===== src/sciem_pkg.sv =====
// System-control event enable: shared constants and types.
// Assumes a 32-bit classic Wishbone slave port on a single 100 MHz clock.
package sciem_pkg;

  // ----------------------------------------------------------------
  // Register map
  // ----------------------------------------------------------------
  localparam logic [11:0] SCIEM_RAW_OFFSET = 12'h050;    // Raw event status
  localparam logic [11:0] SCIEM_EN_OFFSET = 12'h054;     // Event enable mask
  localparam logic [11:0] SCIEM_STAT_OFFSET = 12'h058;   // Masked status, write one to clear

  // ----------------------------------------------------------------
  // Field layout
  // ----------------------------------------------------------------
  localparam int SCIEM_NEV = 7;                          // Number of event bits
  localparam int SCIEM_PLL_FAULT_BIT = 0;                // Pll fault
  localparam int SCIEM_BROWNOUT_BIT = 1;                 // Brown-out
  localparam int SCIEM_REGULATOR_BIT = 2;                // Regulator unregulated
  localparam int SCIEM_MAIN_OSC_BIT = 3;                 // Main oscillator fault
  localparam int SCIEM_INT_OSC_BIT = 4;                  // Internal oscillator fault
  localparam int SCIEM_CUR_LIMIT_BIT = 5;                // Current limit
  localparam int SCIEM_PLL_LOCK_BIT = 6;                 // Pll locked

  // ----------------------------------------------------------------
  // Reset values
  // ----------------------------------------------------------------
  localparam logic [6:0] SCIEM_EN_RESET = 7'h00;         // All enables off
  localparam logic [6:0] SCIEM_RAW_RESET = 7'h00;        // No events pending

  typedef logic [6:0] sciem_ev_t;                        // One bit per event

endpackage


===== src/sciem_ev_if.sv =====
// Interface carrying raw flags and enables between event core and top.
// Assumes both ends share sys_clk_in.
`timescale 1ns/1ps
interface sciem_ev_if;
  import sciem_pkg::*;
  sciem_ev_t raw_event_status;        // Raw flags, hardware owned
  sciem_ev_t event_in;                // Synchronised event pulses/levels
  sciem_ev_t clear_req;               // Write-one-to-clear requests
  sciem_ev_t sysctl_event_enable;     // Enable mask
  logic irq;                          // Combined request

  modport core (input event_in, input clear_req, input sysctl_event_enable,
                output raw_event_status, output irq);
  modport top (output event_in, output clear_req, output sysctl_event_enable,
               input raw_event_status, input irq);
endinterface


===== src/sciem_event_enable.sv =====
// System-control event enable block: mask register, raw and masked status,
// interrupt request to the processor.
// Assumes classic Wishbone single cycles and synchronous active-high reset.
//
// Function
// - One mask register holds all event enables
// - Brown-out interrupts only when enable bit 1
// - Pll fault interrupts only when enable bit 0
// - Bit 1 read/write, resets to zero
// - Bit 0 read/write, resets to zero
// - Raw flags set by hardware, cleared by write-one to masked status
// - Request is OR of flags AND enables
`timescale 1ns/1ps
module sciem_event_enable
  import sciem_pkg::*;
(
  input wire logic sys_clk_in,                 // System clock, 100 MHz
  input wire logic srst_in,                    // Synchronous reset, active high
  input wire logic [6:0] event_in,             // Event sources, asynchronous
  input wire logic wb_cyc_in,                  // Wishbone cycle
  input wire logic wb_stb_in,                  // Wishbone strobe
  input wire logic wb_we_in,                   // Wishbone write enable
  input wire logic [11:0] wb_adr_in,           // Wishbone byte address
  input wire logic [3:0] wb_sel_in,            // Wishbone byte selects
  input wire logic [31:0] wb_dat_in,           // Wishbone write data
  output logic [31:0] wb_dat_out,              // Wishbone read data
  output logic wb_ack_out,                     // Wishbone acknowledge
  output logic wb_err_out,                     // Wishbone error
  output logic irq_out                         // Interrupt request, level
);

  // ----------------------------------------------------------------
  // Address decode
  // ----------------------------------------------------------------
  typedef enum {SCIEM_SEL_NONE, SCIEM_SEL_RAW, SCIEM_SEL_EN, SCIEM_SEL_STAT} sciem_sel_t;

  // Decoding used by both read and write paths
  function automatic sciem_sel_t sciem_decode(input logic [11:0] adr);
    sciem_sel_t sel;
    sel = SCIEM_SEL_NONE;
    case (adr)
      SCIEM_RAW_OFFSET: sel = SCIEM_SEL_RAW;
      SCIEM_EN_OFFSET: sel = SCIEM_SEL_EN;
      SCIEM_STAT_OFFSET: sel = SCIEM_SEL_STAT;
      default: sel = SCIEM_SEL_NONE;
    endcase
    return sel;
  endfunction

  // ----------------------------------------------------------------
  // State
  // ----------------------------------------------------------------
  typedef struct packed
  {
    sciem_ev_t sync1;                 // First synchroniser stage
    sciem_ev_t sync2;                 // Second synchroniser stage
    sciem_ev_t enable;                // Event enable mask
    logic [31:0] rdata;               // Registered read data
    logic ack;                        // Acknowledge
    logic err;                        // Error for unmapped address
    logic irq;                        // Registered interrupt request
  } sciem_state_t;

  sciem_state_t state_q;              // Registered state
  sciem_state_t state_d;              // Next state
  sciem_ev_if ev();                   // Bundle to the raw flag core
  sciem_sel_t dec;                    // Decoded register
  logic req;                          // New bus request this cycle
  sciem_ev_t masked;                  // Flags gated by enables

  // ----------------------------------------------------------------
  // Raw flag core
  // ----------------------------------------------------------------
  // Flags live in their own module so set/clear priority sits in one place;
  // this module only feeds it synchronised events, clear requests and the enable mask
  sciem_raw_flags u_sciem_raw_flags
  (
    .sys_clk_in(sys_clk_in),
    .srst_in(srst_in),
    .ev(ev)
  );

  // ----------------------------------------------------------------
  // Bus request
  // ----------------------------------------------------------------
  assign dec = sciem_decode(wb_adr_in);
  // One answer per cycle; the registered ack or err blocks a second take
  assign req = wb_cyc_in && wb_stb_in && !state_q.ack && !state_q.err;
  assign masked = ev.raw_event_status & state_q.enable;

  // ----------------------------------------------------------------
  // Next-state logic
  // ----------------------------------------------------------------
  always_comb
  begin
    state_d = state_q;
    state_d.sync1 = event_in;
    // Only the second stage feeds the flag logic
    state_d.sync2 = state_q.sync1;
    state_d.ack = 1'b0;
    state_d.err = 1'b0;
    ev.clear_req = '0;
    if (req)
    begin
      if (dec == SCIEM_SEL_NONE)
      begin
        // Unmapped address answers with an error
        state_d.err = 1'b1;
        state_d.rdata = 32'h0000_0000;
      end
      else
      begin
        state_d.ack = 1'b1;
        if (wb_we_in)
        begin
          // Enable mask is the single stored software control; status writes only clear flags
          if (dec == SCIEM_SEL_EN && wb_sel_in[0])
          begin
            state_d.enable = wb_dat_in[6:0];
          end
          // Raw status ignores writes: hardware owned
          else if (dec == SCIEM_SEL_STAT && wb_sel_in[0])
          begin
            ev.clear_req = wb_dat_in[6:0];
          end
        end
        // Reads: bits 31:7 return zero
        case (dec)
          SCIEM_SEL_RAW: state_d.rdata = {25'h0000000, ev.raw_event_status};
          SCIEM_SEL_EN: state_d.rdata = {25'h0000000, state_q.enable};
          SCIEM_SEL_STAT: state_d.rdata = {25'h0000000, masked};
          default: state_d.rdata = 32'h0000_0000;
        endcase
      end
    end
    // Request level from flags gated by enables
    state_d.irq = ev.irq;
  end

  // Register the state
  always_ff @(posedge sys_clk_in)
  begin
    if (srst_in)
    begin
      state_q <= '0;
      state_q.enable <= SCIEM_EN_RESET;
    end
    else
    begin
      state_q <= state_d;
    end
  end

  // ----------------------------------------------------------------
  // Outputs
  // ----------------------------------------------------------------
  // All bus and request outputs come straight from flops, so the
  // processor never sees a glitch while flags and enables settle
  assign ev.event_in = state_q.sync2;
  assign ev.sysctl_event_enable = state_q.enable;
  assign wb_dat_out = state_q.rdata;
  assign wb_ack_out = state_q.ack;
  assign wb_err_out = state_q.err;
  assign irq_out = state_q.irq;

  // The other enables gate their own flags alike; a lone flag keeps
  // the disabled case free of other flags that would raise the request
  for (genvar g = 0; g < SCIEM_NEV; g++)
  begin : g_gate

  end
endmodule


===== src/sciem_raw_flags.sv =====
// Raw event flags: set by hardware events, cleared only by masked-status clear.
// Assumes event inputs are already synchronous to sys_clk_in.
`timescale 1ns/1ps
module sciem_raw_flags
  import sciem_pkg::*;
(
  input wire logic sys_clk_in,        // System clock
  input wire logic srst_in,           // Synchronous reset, active high
  sciem_ev_if.core ev                 // Event bundle
);

  // ----------------------------------------------------------------
  // State
  // ----------------------------------------------------------------
  typedef struct packed
  {
    sciem_ev_t raw;                   // Sticky raw flags
  } sciem_raw_state_t;

  sciem_raw_state_t state_q;          // Registered state
  sciem_raw_state_t state_d;          // Next state

  // Set wins over clear so a coincident event is not lost
  always_comb
  begin
    state_d = state_q;
    state_d.raw = (state_q.raw & ~ev.clear_req) | ev.event_in;
  end

  // Register the state
  always_ff @(posedge sys_clk_in)
  begin
    if (srst_in)
    begin
      state_q.raw <= SCIEM_RAW_RESET;
    end
    else
    begin
      state_q <= state_d;
    end
  end

  assign ev.raw_event_status = state_q.raw;
  // Request is any set bit of flags AND enables
  assign ev.irq = |(state_q.raw & ev.sysctl_event_enable);
endmodule


===== config.mk =====
export PLATFORM = sky130hd
export DESIGN_NAME = sciem_event_enable
export DESIGN_NICKNAME = d
export VERILOG_FILES = /design/src/sciem_pkg.sv /design/src/sciem_ev_if.sv /design/src/sciem_event_enable.sv /design/src/sciem_raw_flags.sv
export SDC_FILE = /design/constraint.sdc
export NUM_CORES = 1
export LEC_CHECK = 0
export BUFFER_PORTS_ARGS = -buffer_cell sky130_fd_sc_hd__buf_2
export CAP_MARGIN = 10
export CORE_UTILIZATION = 40
export CTS_CLUSTER_SIZE = 8
export DETAILED_ROUTE_END_ITERATION = 10
export PLACE_DENSITY = 0.74
export SLEW_MARGIN = 10
export SYNTH_ARGS = -nofsm -noshare
export SYNTH_HDL_FRONTEND = slang
export SYNTH_SLANG_ARGS = --single-unit

===== constraint.sdc =====
create_clock -name sys_clk_in -period 2 [get_ports sys_clk_in]
set_input_delay 0.2 -clock sys_clk_in [delete_from_list [all_inputs] [get_ports sys_clk_in]]
set_output_delay 0.2 -clock sys_clk_in [all_outputs]
set_load 0.01 [all_outputs]

### Yosys cells after proc, flatten, opt, wreduce, memory -nomap -nowiden

Cells that the tools add are included.

* divide/modulo/power cells: 0
* bitwise operators: 6
* multiplexer cells: 10
* add/subtract/negate cells: 0
* eq/ne operators: 8
* order comparisons: 0
* reduce and logical (&&, ||, !) cells: 11
* shifts and indexed selects: 0
* $mul: 0

Operators with widths (number)
* $eq A32 B2 Y1 const B: 2
* $eq A32 B3 Y1 const B: 2
* $eq A12 B7 Y1 const B: 3
* $mux W7: 5
* $eq A32 B1 Y1 const B: 1
* $logic_not A32 Y1: 1
* $mux W32: 1
* $pmux W7 S3: 1
* $and A7 B7 Y7: 2
* $not A7 Y7: 1
* $or A7 B7 Y7: 1
* $reduce_or A7 Y1: 1
* $pmux W2 S3: 1
* $logic_and A1 B1 Y1: 5
* $reduce_and A4 Y1: 1
* $logic_not A1 Y1: 2
* $mux W1: 2
* $not A1 Y1: 2
* $reduce_or A2 Y1: 1

* input bits: 60
* latch bits: 0
* word-level logic and storage cells: 43
* ROM bits: 0
* register bits after elaboration: 63
* bits in writable memories: 0
* memories kept: 0

### Depth between registers and ports, before layout

* depth in word-level cells: 12
* depth in mapped cells: 5
* gate-level depth less buffers: 4

### Hierarchy

A second synthesis with hierarchy kept.

* cell total of the unflattened synthesis: 177
* area, all modules: 1652.8 µm²

Modules (own cells, without submodules)
* sciem_event_enable: seq. area each 620.6 µm², times used 1, area each 1377.6 µm², cells each 145
* sciem_raw_flags: seq. area each 140.1 µm², times used 1, area each 275.3 µm², cells each 32

### Worst setup path after synthesis

OpenSTA, ideal clock, no wires.

* path kind: input to register
* from: in wb_adr_in[9]
* to: reg u_sciem_raw_flags.state_q, in the netlist u_sciem_raw_flags.ev.raw_event_status[4]
* arrival time: 1.636 ns
* data required time: 1.868 ns
* slack: 0.232 ns
* stages: 5
* path through: or4_4 or4_4 buf_6 o21ai_1 a21oi_1

* cells in the longest elaborated chain, start to end: 12
* elaborated cells between the ends (all ways): 17
* classes of those cells: eq/ne (5); mux (6); bitwise (3); reduce/logical (3)

Ends and longest elaborated chain
* start, declared: line sciem_event_enable.sv:23 `input wire logic [11:0] wb_adr_in,`
* $eq A12 B7 Y1: line sciem_event_enable.sv:41 `case (adr)`
* $pmux W2 S3 *: line sciem_event_enable.sv:41
* $eq A32 B3 Y1: line sciem_event_enable.sv:122 `else if (dec == SCIEM_SEL_STAT && wb_sel_in[0])`
* $logic_and A1 B1 Y1: line sciem_event_enable.sv:122
* $mux W7: line sciem_event_enable.sv:122
* $mux W7: line sciem_event_enable.sv:117 `if (dec == SCIEM_SEL_EN && wb_sel_in[0])`
* $mux W7: line sciem_event_enable.sv:114 `if (wb_we_in)`
* $mux W7 *: line sciem_event_enable.sv:105 `if (dec == SCIEM_SEL_NONE)`
* $mux W7 *: line sciem_event_enable.sv:103 `if (req)`
* $not A7 Y7 *: line sciem_raw_flags.sv:27 `state_d.raw = (state_q.raw & ~ev.clear_req) | ev.event_in;`
* $and A7 B7 Y7 *: line sciem_raw_flags.sv:27
* $or A7 B7 Y7 *: line sciem_raw_flags.sv:27
* end signal, assigned: line sciem_raw_flags.sv:39 `state_q <= state_d;`
* end, declared: line sciem_raw_flags.sv:20 `sciem_raw_state_t state_q;`

Mark *: on every way between the ends. The rest lies on a longest branch, timed or not.
A chain may end at the register's enable or synchronous reset.

### Final worst setup path

* from: reg state_q, in the netlist wb_err_out
* to: reg u_sciem_raw_flags.state_q, in the netlist u_sciem_raw_flags.ev.raw_event_status[1]

* cells in the longest elaborated chain, start to end: 6

Ends and longest elaborated chain
* start, declared: line sciem_event_enable.sv:64 `sciem_state_t state_q;`
* start signal, assigned: line sciem_event_enable.sv:150 `state_q <= state_d;`
* $logic_not A1 Y1: line sciem_event_enable.sv:88 `assign req = wb_cyc_in && wb_stb_in && !state_q.ack && !state_q.err;`
* $logic_and A1 B1 Y1: line sciem_event_enable.sv:88
* $mux W7: line sciem_event_enable.sv:103
* $not A7 Y7: line sciem_raw_flags.sv:27
* $and A7 B7 Y7: line sciem_raw_flags.sv:27
* $or A7 B7 Y7: line sciem_raw_flags.sv:27

No other way between the ends.

==> summary.md <==
| Metric | Value |
|---|---|
| Clock skew | 3.00 ps |
| Synth-to-Final Area Change | 15.7% |
| Largest net degree at the start of global routing | 32 |
| Clk pin slew, worst setup/hold paths | 70 ps |
| Seq/Total Area, Yosys | 0.481 |
| Post-Syn Area per Cell | 8.94 µm² |
| Post-CTS Setup Bufs | 0 |
| Initial core utilization | 0.426 |
| CTS root buffer | clkbuf_8 |
| Worst-Margin Slew | 526 ps |
| Detailed Routing Iterations Pass 1 | 5 |
| Hold Crit Class | primary input to flip-flop |
| Arr. time, crit path | 1790 ps |
| Worst slew margin | 0.650 |
| Vias in the first global route | 992 |
| XOR/XNOR Fraction of Synth Area | 0 |
| Max H-tree Level | 2 |
| Post-Synth Simple-Gate Area | 0.191 |
| Largest family of logic cells by synthesized area | simple AND/OR/NAND/NOR gates |
| Top Ports | 95 |
| Remaining antenna violation count | 0 |
| Req. time, crit path | 2150 ps |
| Critical-path top delay cell | or4_4 |
| Adder-cell share of the synthesized area | 0 |
| Post-synthesis mux area share | 0 |
| CTS Buf Count | 5 |
| Vias per std cell | 4.41 |
| Die height | 64.9 µm |
| Routability cong. | 0.749 |
| Switching fraction of total power | 0.230 |
| Critical path type | flip-flop to flip-flop |
| Nets@finish | 280 |
| Total gr overflow | 0 |
| Worst-skew pair later-pin latency | 290 ps |
| CTS tree | yes |
| Max rail drop VDD | 383 µV |
| # DRC | 0 |
| DIE WIDTH | 64.9 µm |
| Tot GR Track Use | 0.144 |
| Family with the most delay on the worst path | simple AND/OR/NAND/NOR gates |
| DR vias | 1187 |
| Synth Area in Compound Gates | 0.169 |
| Flop pwr share | 0.548 |
| Initial antenna violation count | 0 |
| CP Max Fanout | 14 |
| Unrepaired setup endpoints after global routing | false |
| Total wire length | 2620 µm |
| CP cell instances | nand4bb_1, or4_4, o21ai_0, a21oi_1 |
| WP buf/inv | 0 |
| I/O Buffers | 41 |
| Setup violators final | 0 |
| Placed cell count | 261 |
| Clock share of power | 0.368 |
| Non-Filler Instances | 269 |
| Internal power | 1.11 mW |
| Commonest non-fill, non-tap cell in the layout | buf_2 |
| Setup TNS | 0 ps |
| 1st-iter DRT viols | 31 |
| Mapped Cells | 177 |
| Slew Viols, Final | 0 |
| CP peak stage delay | 630 ps |
| Post-cts resize count | 0 |
| Commonest non-fill, non-tap cells in the layout | buf_2, dfxtp_1, conb_1 |
| FF+latch count, synth | 38 |
| Comb pwr share | 0.085 |
| Max-Cap Viols | 0 |
| Total number of yosys warnings | 0 |
| Core area | 3720 µm² |
| N_diodes | 0 |
| CP endpoint kind | flip-flop |
| Pwr per Cell Area | 785 nW/µm² |
| Crit start category | flip-flop |
| LEAKAGE | 0.767 nW |
| Post-DP HPWL | 1930 µm |
| Fin. Hold Viols | 0 |
| Clock sinks | 38 |
| Clock period minus worst slack | 1640 ps |
| First-pass GRT wire length | 4430 µm |
| CTS max path bufs | 2 |
| Die area | 4210 µm² |
| Final Cycle Share | 0.818 |
| Fmax | 0.611 GHz |
| Status | finished, final reports clean |
| Share of cells above drive strength 1 | 0.253 |
| Switching power | 0.331 mW |
| Routed WL per cell | 9.75 µm |
| Hold buffers post-CTS | 0 |
| Yosys cell types | 25 |
| Mapped Area | 1580 µm² |
| # rows | 22 |
-- cell families after synthesis --
kind of cell | after synthesis
compound gates | 48
buf+inv | 39
flops | 38
other cells | 1
simple gates | 51
-- metal layers --
metal / wire [µm] / share of wire / track usage / vias to the layer above
met3: 154 / 0.059 / 0.0651 / 5
met2: 1280 / 0.49 / 0.215 / 33
met5: 0 / 0 / 0 / -
met4: 57 / 0.022 / 0.0833 / 0
li1: - / - / - / 642
met1: 1140 / 0.43 / 0.169 / 507
-- worst reg2reg max path: cells and delay by family, from the launching register on --
family | cells | cell delay [ps]
and+or+nand+nor | 2 | 910
AOI/OAI and AO/OA | 2 | 280
DFF | 1 | 310
-- sequential cells by signal (all words and copies together) (netlist names) --
| signal | flops |
|---|---|
| state_d | 7 |
| ev.event_in | 7 |
| wb_err_out | 1 |
| ev.sysctl_event_enable | 7 |
| u_sciem_raw_flags.ev.raw_event_status | 7 |
| irq_out | 1 |
| wb_ack_out | 1 |
| wb_dat_out | 7 |
-- final cells by class --
type	instances	area, µm²
fillers	387	1890
flip-flops and latches	38	761
multi-input cells	124	663
repair buffers	44	228
clock buffers	7	86.3
well taps	48	60.1
inverters	7	26.3
clock inverters	1	5.00
-- power groups by stage --
stage	registers [mW]	logic (mW)	clock network [mW]
3_3_place_gp	0.803	0.118	0
4_1_cts	0.786	0.121	0.545
6_report	0.787	0.121	0.528
5_1_grt	0.789	0.139	0.597
3_5_place_dp	0.804	0.121	0
2_1_floorplan	0.802	0.113	0
-- stage by stage --
stage                     power, mW   util  hold slack [ps]  cell area (µm²)  setup WS (ps)
after floorplan               0.914      -              328             1670            232
after global placement        0.922  0.468              408             1740           71.6
after detailed placement      0.924  0.468              415             1740           64.8
after CTS                      1.45  0.492              107             1830            364
after global routing           1.52  0.492              109             1830            233
final                          1.44  0.492              115             1830            364
-- path summary, 6_finish.rpt --
check,from,to,slack (ps),depth (start not counted)
setup / recovery,wb_err_out$_SDFF_PP0_,u_sciem_raw_flags.ev.raw_event_status[1]$_SDFF_PP0_,360,4
hold / removal,event_in[1],state_d[43]$_SDFF_PP0_,120,2
setup reg to reg,wb_err_out$_SDFF_PP0_,u_sciem_raw_flags.ev.raw_event_status[1]$_SDFF_PP0_,360,4
hold reg to reg,ev.event_in[6]$_SDFF_PP0_,u_sciem_raw_flags.ev.raw_event_status[6]$_SDFF_PP0_,420,2
-- synthesized netlist by cell type --
cell	instances	area, µm²
dfxtp_1	38	761
buf_4	25	188
nor2b_1	17	106
a21oi_1	14	70.1
nand2_1	14	52.6
o21ai_0	11	55.1
o21ai_1	10	50.1
inv_1	7	26.3
nand3_1	7	35.0
o22ai_1	7	43.8
clkbuf_1	6	22.5
nand4bb_1	3	33.8
a22oi_1	2	15.0
nand2b_1	2	12.5
nor2_1	2	7.51
or2_2	2	12.5
or4_4	2	22.5
a2111oi_1	1	10.0
a21o_1	1	7.51
a222oi_1	1	10.0
a31oi_1	1	6.26
buf_6	1	11.3
conb_1	1	3.75
nor4_1	1	6.26
nor4_2	1	12.5
No activity file was read; power rests on OpenSTA's default activity.
